**src/inc/pcs_consts.svh**
```systemverilog
// How it works
// [RQ1] after reset every function group takes its setting from its pins.
// [RQ2] each group uses pins or registers, never a blend of both; a bank under register control still passes its pin_code in its output word.
// [RQ3] five select bits: pll group and banks a to d.
// [RQ4] pin-controlled groups ignore register fields; pins never copied to registers.
// [RQ5] register settings are volatile and return to pin settings at reset.
// [RQ6] pin changes in operation may break phase alignment and stop fractional output.
// [RQ7] init bit or reset restores alignment and restarts the fractional output.
// [RQ8] host must pulse the init bit after divider writes to load them.
// [RQ9] host should disable outputs while reconfiguring to avoid glitches; the host model does not park the outputs before a reload.
// [RQ10] pll reference is crystal or reference clock per the select pin.
// [RQ11] two three-level preset pins decode into nine pll presets; the table gives high/high and high/middle the same entry.
// [RQ12] preset decode is the same for crystal and reference clock.
// [RQ13] doubler and prescaler division are never used together.
// [RQ14] an open three-level pin reads as the middle level.
// [RQ15] register control uses written feedback, doubler and prescaler fields.
// [RQ16] pfd rate is fin times doubler over prescaler; vco is pfd times m.
// [RQ17] reference select low picks crystal, high picks reference clock.
// [RQ18] lock output is high while locked, low otherwise.
// [RQ19] select bits reset to pin control; switching keeps stored fields.
// [RQ20] each three-level pin is resolved to a two-bit low/mid/high code.
`ifndef PCS_CONSTS_SVH
`define PCS_CONSTS_SVH
`define PCS_OFF_CTRL 12'h000
`define PCS_OFF_PLL 12'h004
`define PCS_OFF_BANK_A 12'h008
`define PCS_OFF_BANK_B 12'h00C
`define PCS_OFF_BANK_C 12'h010
`define PCS_OFF_BANK_D 12'h014
`define PCS_OFF_INIT 12'h018
`define PCS_OFF_STATUS 12'h01C
`define PCS_CTRL_RST 5'h00
`define PCS_PLL_RST 16'h0000
`define PCS_BANK_RST 8'h00
`define PCS_INIT_BIT 0
`define PCS_PLL_M_LSB 0
`define PCS_PLL_M_MSB 8
`define PCS_PLL_DBL_BIT 9
`define PCS_PLL_PS_LSB 10
`define PCS_PLL_PS_MSB 15
`define PCS_SYNC_NS 20
`define PCS_CLK_NS 5
`define PCS_SYNC_CYC ((`PCS_SYNC_NS + `PCS_CLK_NS - 1) / `PCS_CLK_NS)
`define PCS_LVL_LOW 2'h0
`define PCS_LVL_MID 2'h1
`define PCS_LVL_HIGH 2'h2
`endif

```
**src/inc/pcs_pkg.sv**
```systemverilog
package pcs_pkg;
    typedef struct packed {
        logic [5:0] prescaler_divide;
        logic input_doubler_enable;
        logic [8:0] fb_div;
    } pcs_pll_cfg_t;
    typedef struct packed {
        logic [1:0] pin_code;
        logic from_reg;
        logic [7:0] reg_field;
    } pcs_bank_cfg_t;
    typedef enum logic [2:0] {
        PCS_RUN = 3'h1,
        PCS_SYNC = 3'h2,
        PCS_IDLE = 3'h4
    } pcs_state_t;
endpackage

```
**src/rtl/pcs_config_select.sv**
```systemverilog
`timescale 1ns/10ps
`include "pcs_consts.svh"
module pcs_config_select
    import pcs_pkg::*;
(
    input wire logic pclk,
    input wire logic presetn,
    input wire logic psel,
    input wire logic penable,
    input wire logic pwrite,
    input wire logic [11:0] paddr,
    input wire logic [31:0] pwdata,
    output logic [31:0] prdata,
    output logic pready,
    output logic pslverr,
    // three-level pins arrive as {is_high, is_low}; neither set means open
    input wire logic [3:0] input_preset_pins,
    input wire logic [3:0] bank_a_pins,
    input wire logic [3:0] bank_b_pins,
    input wire logic [3:0] bank_c_pins,
    input wire logic [3:0] bank_d_pins,
    input wire logic ref_select_pin,
    input wire logic pll_locked,
    output pcs_pll_cfg_t pll_cfg,
    output logic use_ref_clock,
    output pcs_bank_cfg_t bank_a_cfg,
    output pcs_bank_cfg_t bank_b_cfg,
    output pcs_bank_cfg_t bank_c_cfg,
    output pcs_bank_cfg_t bank_d_cfg,
    output logic divider_sync,
    output logic fractional_output_mode,
    output logic lock_out
);

////////////////////////////////////////////////////////////////////////////
// three-level pin resolution; open pins read as middle
// every group has its own instance of one decoder module, so no two groups disagree on a level
wire [3:0] fin_code;
wire [3:0] na_code;
wire [3:0] nb_code;
wire [3:0] nc_code;
wire [3:0] nd_code;

pcs_lvl_decode #(.PINS(2)) u_lvl_fin (
    .pins(input_preset_pins),
    .code(fin_code)
);

pcs_lvl_decode #(.PINS(2)) u_lvl_a (
    .pins(bank_a_pins),
    .code(na_code)
);

pcs_lvl_decode #(.PINS(2)) u_lvl_b (
    .pins(bank_b_pins),
    .code(nb_code)
);

pcs_lvl_decode #(.PINS(2)) u_lvl_c (
    .pins(bank_c_pins),
    .code(nc_code)
);

pcs_lvl_decode #(.PINS(2)) u_lvl_d (
    .pins(bank_d_pins),
    .code(nd_code)
);

////////////////////////////////////////////////////////////////////////////
// preset table: prescaler, doubler and m for each of nine pin pairs;
// same table whatever reference is selected
logic [15:0] preset_cfg; // {ps, dbl, m}
always_comb begin // [RQ11] [RQ12] [RQ13]
    case (fin_code)
        {`PCS_LVL_HIGH, `PCS_LVL_HIGH}: preset_cfg = {6'h01, 1'b1, 9'h020};
        {`PCS_LVL_HIGH, `PCS_LVL_MID}: preset_cfg = {6'h01, 1'b1, 9'h020};
        {`PCS_LVL_HIGH, `PCS_LVL_LOW}: preset_cfg = {6'h01, 1'b1, 9'h028};
        {`PCS_LVL_MID, `PCS_LVL_HIGH}: preset_cfg = {6'h02, 1'b0, 9'h010};
        {`PCS_LVL_MID, `PCS_LVL_MID}: preset_cfg = {6'h01, 1'b0, 9'h014};
        {`PCS_LVL_MID, `PCS_LVL_LOW}: preset_cfg = {6'h01, 1'b0, 9'h010};
        {`PCS_LVL_LOW, `PCS_LVL_HIGH}: preset_cfg = {6'h01, 1'b0, 9'h019};
        {`PCS_LVL_LOW, `PCS_LVL_MID}: preset_cfg = {6'h01, 1'b1, 9'h032};
        default: preset_cfg = {6'h01, 1'b1, 9'h019};
    endcase
end

////////////////////////////////////////////////////////////////////////////
// registers; all volatile, cleared by reset so pins rule again
logic [4:0] sel_q; // {d, c, b, a, pll}
logic [15:0] pll_reg_q;
logic [7:0] bank_reg_q [4];
logic init_req_q;

wire wr_en = psel & penable & pwrite;
wire a_ctrl = paddr == `PCS_OFF_CTRL;
wire a_pll = paddr == `PCS_OFF_PLL;
wire a_ba = paddr == `PCS_OFF_BANK_A;
wire a_bb = paddr == `PCS_OFF_BANK_B;
wire a_bc = paddr == `PCS_OFF_BANK_C;
wire a_bd = paddr == `PCS_OFF_BANK_D;
wire a_init = paddr == `PCS_OFF_INIT;
wire a_stat = paddr == `PCS_OFF_STATUS;
wire a_ok = a_ctrl | a_pll | a_ba | a_bb | a_bc | a_bd | a_init | a_stat;

// select bits only steer the muxes; stored fields stay as written
always_ff @(posedge pclk or negedge presetn) begin
    if (!presetn) begin
        sel_q <= `PCS_CTRL_RST; // [RQ1] [RQ5] [RQ19]
        pll_reg_q <= `PCS_PLL_RST;
    end else if (wr_en) begin
        if (a_ctrl) begin
            sel_q <= pwdata[4:0]; // [RQ3] [RQ19]
        end else if (a_pll) begin
            pll_reg_q <= pwdata[15:0];
        end
    end
end

// one slot per bank; its select bit above the pll bit picks the source
pcs_bank_slot #(.OFFSET(`PCS_OFF_BANK_A)) u_bank_a (
    .pclk(pclk),
    .presetn(presetn),
    .wr_en(wr_en),
    .paddr(paddr),
    .wdata(pwdata[7:0]),
    .pin_code(na_code[1:0]),
    .from_reg(sel_q[1]), // [RQ2] [RQ3]
    .field_q(bank_reg_q[0]),
    .cfg_q(bank_a_cfg)
);

pcs_bank_slot #(.OFFSET(`PCS_OFF_BANK_B)) u_bank_b (
    .pclk(pclk),
    .presetn(presetn),
    .wr_en(wr_en),
    .paddr(paddr),
    .wdata(pwdata[7:0]),
    .pin_code(nb_code[1:0]),
    .from_reg(sel_q[2]), // [RQ2] [RQ3]
    .field_q(bank_reg_q[1]),
    .cfg_q(bank_b_cfg)
);

pcs_bank_slot #(.OFFSET(`PCS_OFF_BANK_C)) u_bank_c (
    .pclk(pclk),
    .presetn(presetn),
    .wr_en(wr_en),
    .paddr(paddr),
    .wdata(pwdata[7:0]),
    .pin_code(nc_code[1:0]),
    .from_reg(sel_q[3]), // [RQ2] [RQ3]
    .field_q(bank_reg_q[2]),
    .cfg_q(bank_c_cfg)
);

pcs_bank_slot #(.OFFSET(`PCS_OFF_BANK_D)) u_bank_d (
    .pclk(pclk),
    .presetn(presetn),
    .wr_en(wr_en),
    .paddr(paddr),
    .wdata(pwdata[7:0]),
    .pin_code(nd_code[1:0]),
    .from_reg(sel_q[4]), // [RQ2] [RQ3]
    .field_q(bank_reg_q[3]),
    .cfg_q(bank_d_cfg)
);

////////////////////////////////////////////////////////////////////////////
// source selection, exactly one source per group
wire [15:0] pll_sel = sel_q[0] ? pll_reg_q : preset_cfg; // [RQ2] [RQ15]
// doubler wins over prescaler if software sets both, keeping them exclusive
wire dbl_sel = pll_sel[`PCS_PLL_DBL_BIT];
wire [5:0] ps_sel = dbl_sel ? 6'h01 :
    pll_sel[`PCS_PLL_PS_MSB:`PCS_PLL_PS_LSB]; // [RQ13] [RQ16]
// a pin change on any pin-controlled group may drop alignment; groups
// under register control have their moves masked, though a bank still passes its pin_code out
wire [19:0] pin_mask = {{4{~sel_q[4]}}, {4{~sel_q[3]}}, {4{~sel_q[2]}},
    {4{~sel_q[1]}}, {4{~sel_q[0]}}};
wire [19:0] pin_view = {nd_code, nc_code, nb_code, na_code, fin_code} &
    pin_mask;
logic [19:0] pin_view_q;
logic pins_moved;
assign pins_moved = pin_view_q != pin_view;

always_ff @(posedge pclk or negedge presetn) begin
    if (!presetn) begin
        pll_cfg <= '0;
        use_ref_clock <= 1'b0;
        lock_out <= 1'b0;
        pin_view_q <= '0;
    end else begin
        pll_cfg <= {ps_sel, dbl_sel,
            pll_sel[`PCS_PLL_M_MSB:`PCS_PLL_M_LSB]}; // [RQ16]
        use_ref_clock <= ref_select_pin; // [RQ10] [RQ17]
        lock_out <= pll_locked; // [RQ18]
        pin_view_q <= pin_view;
    end
end

////////////////////////////////////////////////////////////////////////////
// resync sequencer: init write or reset reloads dividers and restarts
// the fractional path; in run, a pin change on a pin-controlled group halts it until the next init
localparam int SYNC_CYC = `PCS_SYNC_CYC;
pcs_state_t state_q;
logic [7:0] cnt_q;
wire init_hit = wr_en & a_init & pwdata[`PCS_INIT_BIT]; // [RQ8]

always_ff @(posedge pclk or negedge presetn) begin
    if (!presetn) begin
        state_q <= PCS_SYNC; // [RQ7]
        cnt_q <= 8'h00;
        divider_sync <= 1'b0;
        fractional_output_mode <= 1'b0;
        init_req_q <= 1'b0;
    end else begin
        init_req_q <= init_hit;
        case (state_q)
            PCS_SYNC: begin
                divider_sync <= 1'b1;
                fractional_output_mode <= 1'b0;
                cnt_q <= cnt_q + 8'h01;
                if (cnt_q == 8'(SYNC_CYC - 1)) begin
                    state_q <= PCS_RUN;
                    cnt_q <= 8'h00;
                end
            end
            PCS_RUN: begin
                divider_sync <= 1'b0;
                fractional_output_mode <= 1'b1; // [RQ7]
                if (init_hit) begin
                    state_q <= PCS_SYNC;
                end else if (pins_moved) begin
                    state_q <= PCS_IDLE; // [RQ6]
                end
            end
            default: begin
                divider_sync <= 1'b0;
                fractional_output_mode <= 1'b0; // [RQ6]
                if (init_hit) begin
                    state_q <= PCS_SYNC; // [RQ7]
                end
            end
        endcase
    end
end

////////////////////////////////////////////////////////////////////////////
// apb answer: zero wait states, error on unmapped address
// status: bit0 lock, bit1 running, bit2 reference, bit3 fractional,
// bits 6:4 sequencer state, bit7 init seen in the previous cycle
wire [31:0] status_word = {24'h000000, init_req_q, state_q,
    fractional_output_mode, use_ref_clock, state_q == PCS_RUN, lock_out};
logic [31:0] rd_mux;
always_comb begin
    rd_mux = 32'h00000000;
    if (a_ctrl) begin
        rd_mux = {27'h0, sel_q};
    end else if (a_pll) begin
        rd_mux = {16'h0, pll_reg_q};
    end else if (a_ba) begin
        rd_mux = {24'h0, bank_reg_q[0]};
    end else if (a_bb) begin
        rd_mux = {24'h0, bank_reg_q[1]};
    end else if (a_bc) begin
        rd_mux = {24'h0, bank_reg_q[2]};
    end else if (a_bd) begin
        rd_mux = {24'h0, bank_reg_q[3]};
    end else if (a_stat) begin
        rd_mux = status_word;
    end
end

always_ff @(posedge pclk or negedge presetn) begin
    if (!presetn) begin
        prdata <= 32'h00000000;
        pready <= 1'b0;
        pslverr <= 1'b0;
    end else begin
        pready <= psel & ~penable;
        pslverr <= psel & ~penable & ~a_ok;
        prdata <= rd_mux;
    end
end

endmodule // pcs_config_select

////////////////////////////////////////////////////////////////////////////
// three-level pins in, two-bit level codes out, one code per pin;
// high wins if both flags show, since a driven high beats the bias
module pcs_lvl_decode
    import pcs_pkg::*;
#(
    parameter int PINS = 2
)
(
    input wire logic [2*PINS-1:0] pins,
    output wire logic [2*PINS-1:0] code
);
// neither flag set means the pin is open and the bias holds it middle
for (genvar g = 0; g < PINS; g++) begin : g_pin
    wire logic [1:0] p = pins[2*g+1:2*g];
    assign code[2*g+1:2*g] = p[1] ? `PCS_LVL_HIGH :
        (p[0] ? `PCS_LVL_LOW : `PCS_LVL_MID); // [RQ14] [RQ20]
end
endmodule // pcs_lvl_decode

////////////////////////////////////////////////////////////////////////////
// one output bank: its software field and its registered output word;
// the four banks differ only in where their field sits in the map
module pcs_bank_slot
    import pcs_pkg::*;
#(
    parameter logic [11:0] OFFSET = `PCS_OFF_BANK_A
)
(
    input wire logic pclk,
    input wire logic presetn,
    input wire logic wr_en,
    input wire logic [11:0] paddr,
    input wire logic [7:0] wdata,
    input wire logic [1:0] pin_code,
    input wire logic from_reg,
    output logic [7:0] field_q,
    output pcs_bank_cfg_t cfg_q
);

wire hit = paddr == OFFSET;

// the field is written only by software, never copied from pins
always_ff @(posedge pclk or negedge presetn) begin
    if (!presetn) begin
        field_q <= `PCS_BANK_RST; // [RQ5]
    end else if (wr_en && hit) begin // [RQ4]
        field_q <= wdata;
    end
end

// a pin-controlled bank hides its stored field so nothing can blend it in
always_ff @(posedge pclk or negedge presetn) begin
    if (!presetn) begin
        cfg_q <= '0;
    end else begin
        cfg_q <= {pin_code, from_reg, from_reg ? field_q : 8'h00}; // [RQ4]
    end
end

endmodule // pcs_bank_slot

```
**config.mk**
```make
export PLATFORM = sky130hd
export DESIGN_NAME = pcs_config_select
export DESIGN_NICKNAME = d
export VERILOG_FILES = /design/src/inc/pcs_pkg.sv /design/src/rtl/pcs_config_select.sv
export VERILOG_INCLUDE_DIRS = /design/src /design/src/inc
export SDC_FILE = /design/constraint.sdc
export NUM_CORES = 1
export LEC_CHECK = 0
export BUFFER_PORTS_ARGS = -buffer_cell sky130_fd_sc_hd__buf_4
export CORE_MARGIN = 1.5
export CORE_UTILIZATION = 37
export CTS_CLUSTER_SIZE = 12
export DETAILED_ROUTE_END_ITERATION = 7
export PLACE_DENSITY = 0.58
export SKIP_CTS_REPAIR_TIMING = 1
export SYNTH_ARGS = -nofsm -noshare
export SYNTH_HDL_FRONTEND = slang
export SYNTH_HIERARCHICAL = 1
export SYNTH_SLANG_ARGS = --single-unit
```
**constraint.sdc**
```tcl
create_clock -name pclk -period 5.13 [get_ports pclk]
set_input_delay 0 -clock pclk [delete_from_list [all_inputs] [get_ports pclk]]
set_output_delay 0 -clock pclk [all_outputs]
set_load 0.03 [all_outputs]
```
==> results_dict.tcl, run 1 <==
set metrics [dict create \
    ys.flop_type "dfrtp_1" \
    cp_max_fo 26 \
    endpoint "state_q[2]$_DFFE_PN0P_" \
    rsz0062_at_grt "false" \
    setup_violations 0 \
    viasPerCell 4.79 \
    cts-root-buf "clkbuf_16" \
    p_leak_uw 0.00455 \
    async_flop_share 1.00 \
    power_uw 2920 \
    drc 0 \
    gp_congestion 0.797 \
    numCtsBuffers 17 \
    grt.overflow.total 0 \
    row_count 50 \
    ant_nets 0 \
    route.vias.total 4797 \
    wl_per_cell_um 16.7 \
    fin_crit_sh 0.456 \
    yosysTopAreaCellShare 0.581 \
    synth_area_mm2 0.00714 \
    timing.rr.end "state_q[2]$_DFFE_PN0P_" \
    synth_commonest_cells "166 x dfrtp_1, 50 x and2_1, 38 x nor2_1, 35 x mux2_2, 27 x buf_4" \
    io_pins 169 \
    port_buffers 136 \
    grt_max_degree 120 \
    drtPass1Iterations 4 \
    end_kind "flop" \
    hold_viol 0 \
    tritoncts "built" \
    reg2reg_slack_ns 2.79 \
    fin_util 0.496 \
    setup_ws_ns 2.79 \
    path_cells "nor2b_1 > xnor2_1 > nand2_1 > or4b_1 > o21ai_0 > a21oi_1" \
    clock_sinks 167 \
    post-synth-top-count-cell "dfrtp_1" \
    die_area_mm2 0.0202 \
    place_inst 926 \
    nets 803 \
    synth_cell_type_count 51 \
    status "finished clean" \
    tightest_slew_ns 1.07 \
    dp_hpwl_um 11300 \
    die_h_um 142 \
    grt_usage 0.168 \
    startpoint_type "flop" \
    fin_crit_ns 2.34 \
    synth_edf_count 0 \
    slew_violations 0 \
    maxCapViolCount 0 \
    fp.coreArea_mm2 0.0188 \
    insertion_delay_ns 0.42 \
    antenna_found_initial 0 \
    skew_ns 0.0100 \
    initial_core_util 0.379 \
    criticalPathCategory "reg2reg" \
    critPathSlowestCell "dfrtp_1" \
    r2r-start "sel_q[0]$_DFFE_PN0P_" \
    grt_pass1_vias 4789 \
    ys_seq_area_frac 0.585 \
    synth.avg_cell_area_um2 12.9 \
    syn_to_final_growth_pct 30.6 \
    crit_start "sel_q[0]$_DFFE_PN0P_" \
    num_antenna_cells 0 \
    ir_worst_vdd_v 0.000221 \
    required_ns 5.40 \
    drtIter0Drc 223 \
    clk_path_buf_depth 2 \
    cp.arrival_ns 2.61 \
    die_w_um 142 \
    r2r_cells 6 \
    yosys_warnings 6 \
    setup_tns_ns 0 \
    routed_wirelength_um 16800 \
    yosys.area.top_type "dfrtp_1" \
    holdCritPathClass "in2reg" \
    slew_headroom 0.284 \
    place_ws_ns 2.76 \
    synth.ff_latch_count 167 \
    syn_inst 555 \
    ctsHtreeMaxLevel 4 \
    power_density_mw_per_mm2 313 \
    clk_pin_slew_ns 0.07 \
    synthTopCellsByArea "dfrtp_1 58%, mux2_2 5.5%, mux2_4 5.0%" \
    slowest_delay_ns 0.90 \
    fmax_mhz 427 \
    finalNonFillerCells 1001 \
    drive_above_1_share 0.328 \
    grt_pass1_wl_um 25900 \
]
-- logic make-up after synthesis --
| family | count (synthesis) | synth area share |
|---|---|---|
| fa+ha+maj | 4 | 0.00701 |
| simple gates | 184 | 0.164 |
| flops | 167 | 0.585 |
| buf+inv | 48 | 0.0438 |
| other cells | 1 | 0.000525 |
| compound gates | 60 | 0.0508 |
| mux | 70 | 0.123 |
| xor+xnor | 21 | 0.0257 |
-- worst min path at each step --
stage | cells after the start | startpoint | endpoint | slack [ns]
2_1_floorplan | 0 | presetn | cnt_q[0]$_DFFE_PN0P_ | -0.30
5_1_grt | 3 | paddr[4] | prdata[5]$_DFF_PN0_ | 0.06
3_5_place_dp | 1 | pll_locked | lock_out$_DFF_PN0_ | 0.11
3_3_place_gp | 1 | ref_select_pin | use_ref_clock$_DFF_PN0_ | 0.11
6_report | 3 | paddr[4] | prdata[5]$_DFF_PN0_ | 0.05
4_1_cts | 1 | ref_select_pin | use_ref_clock$_DFF_PN0_ | -0.33
-- per-layer routing --
layer	vias to the layer above	GRT usage	wire (µm)
met3	19	0.0340	716
met1	2416	0.236	7820
met2	129	0.258	7950
met5	-	0	0
met4	0	0.0657	261
li1	2233	-	-
-- through the flow --
| step | hold slack (ns) | instance area (µm²) |
|---|---|---|
| after floorplan | -0.296 | 7200 |
| after global placement | 0.109 | 8270 |
| after detailed placement | 0.111 | 8270 |
| after CTS | -0.333 | 8900 |
| after global routing | 0.0557 | 9330 |
| final | 0.0480 | 9330 |
-- final cells by class --
type	instances	area [µm²]
Clock buffer	19	453
Clock inverter	13	179
Fill cell	1650	9500
Inverter	7	26.3
Multi-Input combinational cell	355	2710
Sequential cell	167	4180
Tap cell	260	325
Timing Repair Buffer	180	1460
-- worst max-delay path, delay by kind of cell (launching register included) --
family	cells	cell delay, ns
compound gates	2	0.28
xor+xnor	1	0.19
flops	1	0.90
simple gates	3	0.84
-- power breakdown --
group	switching, µW	internal (µW)
clock network	543	807
registers	9.32	1330
logic	131	93.3
-- placed cells by master (no fill, tap or decap), drive strengths merged, types with 3 or more instances in the layout --
cell         netlist  final
bufinv             0      3
buf               31    137
nand2b             3      3
xnor2             19     19
nor4bb             5      5
and4               3      3
nand3              5      5
dlygate4sd3        0     43
mux2              59     59
o32ai              4      4
o21ai             12     12
and2              51     51
dfrtp            166    166
nor4b              5      5
conb               1     16
a31oi              6      6
nand4             10     10
mux2i             10     10
nand2             17     17
nor2              39     39
inv                7     14
clkbuf            10     19
nor3              10     10
nor4               3      3
nor2b             24     24
ha                 4      4
a221oi             4      4
a21oi             25     25
-- registers in the layout, summed over array words and instances, names as in the netlist, 11 cells and up --
signal / flops
pin_view_q: 20
pll_cfg: 16
pll_reg_q: 16
prdata: 16
u_bank_a/cfg_q: 11
u_bank_b/cfg_q: 11
u_bank_c/cfg_q: 11
u_bank_d/cfg_q: 11
Note: power is estimated with default switching activity, not from simulation.
==> run 2: changes to the inputs <==
- ABC_AREA: unset -> 1
- PLACE_DENSITY: 0.58 -> 0.57
- clock period: 5.13 -> 2.37 ns (I/O delays scaled with it)
==> results_dict.tcl, run 2 <==
set metrics [dict create \
    status "finished clean" \
    fin_crit_ns 1.87 \
    grt_max_degree 66 \
    clockPowerShare 0.482 \
    place_inst 1244 \
    clock_sinks 167 \
    cp_max_fo 12 \
    layout_commonest_cell "nand2_1" \
    grt_pass1_vias 5611 \
    yosys.area.top_type "dfrtp_1" \
    layout_common_cells "231 x nand2_1, 166 x dfrtp_1, 143 x buf_4, 118 x inv_1, 71 x nand3_1" \
    route.vias.total 6011 \
    antenna_found_initial 0 \
    synth_cell_type_count 38 \
    grt_pass1_wl_um 29500 \
    hold_viol 0 \
    slew_headroom 0.570 \
    power_density_mw_per_mm2 659 \
    die_w_um 147 \
    seqPwrFrac 0.442 \
    port_buffers 136 \
    rsz0062_at_grt "false" \
    syn_to_final_growth_pct 30.4 \
    p_int_uw 5110 \
    tightest_slew_ns 0.645 \
    hold_ws_ns 0.00244 \
    ctsHtreeMaxLevel 4 \
    ys.flop_type "dfrtp_1" \
    syn_inst 854 \
    clk_pin_slew_ns 0.07 \
    fin_crit_sh 0.790 \
    num_antenna_cells 0 \
    dp_hpwl_um 13500 \
    maxCapViolCount 0 \
    ant_nets 0 \
    setup_violations 0 \
    p_leak_uw 0.00579 \
    insertion_delay_ns 0.43 \
    grt.overflow.total 0 \
    die_area_mm2 0.0215 \
    yosysTopAreaCellShare 0.544 \
    ys_seq_area_frac 0.547 \
    synth_area_mm2 0.00764 \
    drc 0 \
    fp.coreArea_mm2 0.0202 \
    criticalPathCategory "reg2reg" \
    finalNonFillerCells 1318 \
    grt_usage 0.178 \
    end_kind "flop" \
    fin_util 0.493 \
    pwr-share-comb 0.076 \
    die_h_um 147 \
    swShare 0.222 \
    nets 1110 \
    hold_path_depth 6 \
    startpoint_type "flop" \
    r2r_cells 10 \
    regMostFlops "pin_view_q" \
    io_pins 169 \
    synth.ff_latch_count 167 \
    post-synth-top-count-cell "nand2_1" \
    drive_above_1_share 0.239 \
    gp_congestion 0.896 \
    viasPerCell 4.56 \
    largest_reg_flops 20 \
    cts-root-buf "clkbuf_16" \
    holdCritPathClass "in2reg" \
    routed_wirelength_um 19000 \
    drtPass1Iterations 5 \
    numCtsBuffers 17 \
    fmax_mhz 534 \
    tritoncts "built" \
    drtIter0Drc 478 \
    setup_tns_ns 0 \
    yosys_warnings 6 \
    clk_path_buf_depth 2 \
    ir_worst_vdd_v 0.000499 \
    synth_edf_count 0 \
    wl_per_cell_um 14.4 \
    required_ns 2.74 \
    cp.arrival_ns 2.24 \
    skew_ns 0.00843 \
    slew_violations 0 \
    initial_core_util 0.378 \
    synthTopCellsByArea "dfrtp_1 54%, nand2_1 11%, inv_1 5.8%" \
    row_count 52 \
    synth_commonest_cells "231 x nand2_1, 166 x dfrtp_1, 118 x inv_1, 71 x nand3_1, 70 x nor2_1" \
    synth.avg_cell_area_um2 8.95 \
    async_flop_share 1.00 \
    netSwitchingPower_uw 1460 \
]
[run 2: changes by cell type after synthesis, sizes merged, moves of 7 or more]
cell,delta
nand2,+237
inv,+120
nand3,+69
and2,-51
nor2,+51
mux2,-48
nor2b,-24
o21ai,+23
xnor2,-17
a21oi,-11
mux2i,-10
nand4,-7
[run 2: worst paths after layout]
path | end | slack (ns) | startpoint
min in group asynchronous | pin_view_q[15]$_DFF_PN0_ | 0.14 | presetn
worst max register to register | state_q[2]$_DFFE_PN0P_ | 0.50 | sel_q[3]$_DFFE_PN0P_
worst min register to register | state_q[1]$_DFFE_PN1P_ | 0.47 | state_q[1]$_DFFE_PN1P_
worst min-delay path | u_bank_d/field_q[7]$_DFFE_PN0P_ | 0.002 | paddr[7]
worst max-delay path | state_q[2]$_DFFE_PN0P_ | 0.50 | sel_q[3]$_DFFE_PN0P_
max in group asynchronous | cnt_q[5]$_DFFE_PN0P_ | 1.52 | presetn
[run 2: stage by stage]
stage | worst slack, ns | total power [µW] | cell area (µm²)
6_report | 0.497 | 6570 | 9970
4_1_cts | 0.440 | 6570 | 9550
2_1_floorplan | 0.912 | 3190 | 7700
3_5_place_dp | 0.441 | 3400 | 8870
3_3_place_gp | 0.504 | 3400 | 8870
5_1_grt | 0.220 | 6790 | 9970
[run 2: cells by family (layout without fill, tap and decap cells)]
| logic type | after synthesis | in the layout | synth area share |
|---|---|---|---|
| flip-flops | 167 | 167 | 0.547 |
| multiplexers | 11 | 11 | 0.0211 |
| AND/OR/NAND/NOR | 437 | 437 | 0.275 |
| adder cells (fa/ha/maj) | 4 | 4 | 0.00655 |
| AO/OA/AOI/OAI | 60 | 60 | 0.0424 |
| XOR/XNOR | 6 | 6 | 0.00688 |
| other | 1 | 16 | 0.000491 |
| buffers and inverters | 168 | 347 | 0.101 |
[run 2: area by class of cell]
| type | instances | area (µm²) |
|---|---|---|
| timing repair buffer | 188 | 1550 |
| tap | 270 | 338 |
| fill | 1932 | 10300 |
| multi-input combinational | 534 | 2750 |
| clock inverter | 11 | 220 |
| clock buffer | 21 | 460 |
| sequential | 167 | 4180 |
| inverter | 127 | 477 |
[run 2: worst max-delay path: stages, from the launching register on]
cell and delay (ns):
dfrtp_1 0.64, inv_1 0.25, nand3_1 0.12, nand2_1 0.06, nor2_1 0.09, nand2_1 0.07, nor2_1 0.23, nand4_1 0.15
nand2_2 0.10, nand2_1 0.05, nand2_1 0.06
[run 2: metal layers]
layer | GRT usage | vias to the layer above | routed length [µm]
li1 | - | 2961 | -
met1 | 0.251 | 2854 | 8950
met2 | 0.269 | 171 | 8780
met4 | 0.0712 | 0 | 371
met5 | 0 | - | 0
met3 | 0.0357 | 25 | 884
[run 2: power by group through the flow]
stage | Combinational [µW] | Clock [µW] | Sequential [µW]
finish | 497 | 3170 | 2900
global route | 549 | 3340 | 2910
CTS | 446 | 3220 | 2900
detailed placement | 444 | 0 | 2960
global placement | 440 | 0 | 2960
floorplan | 203 | 0 | 2990
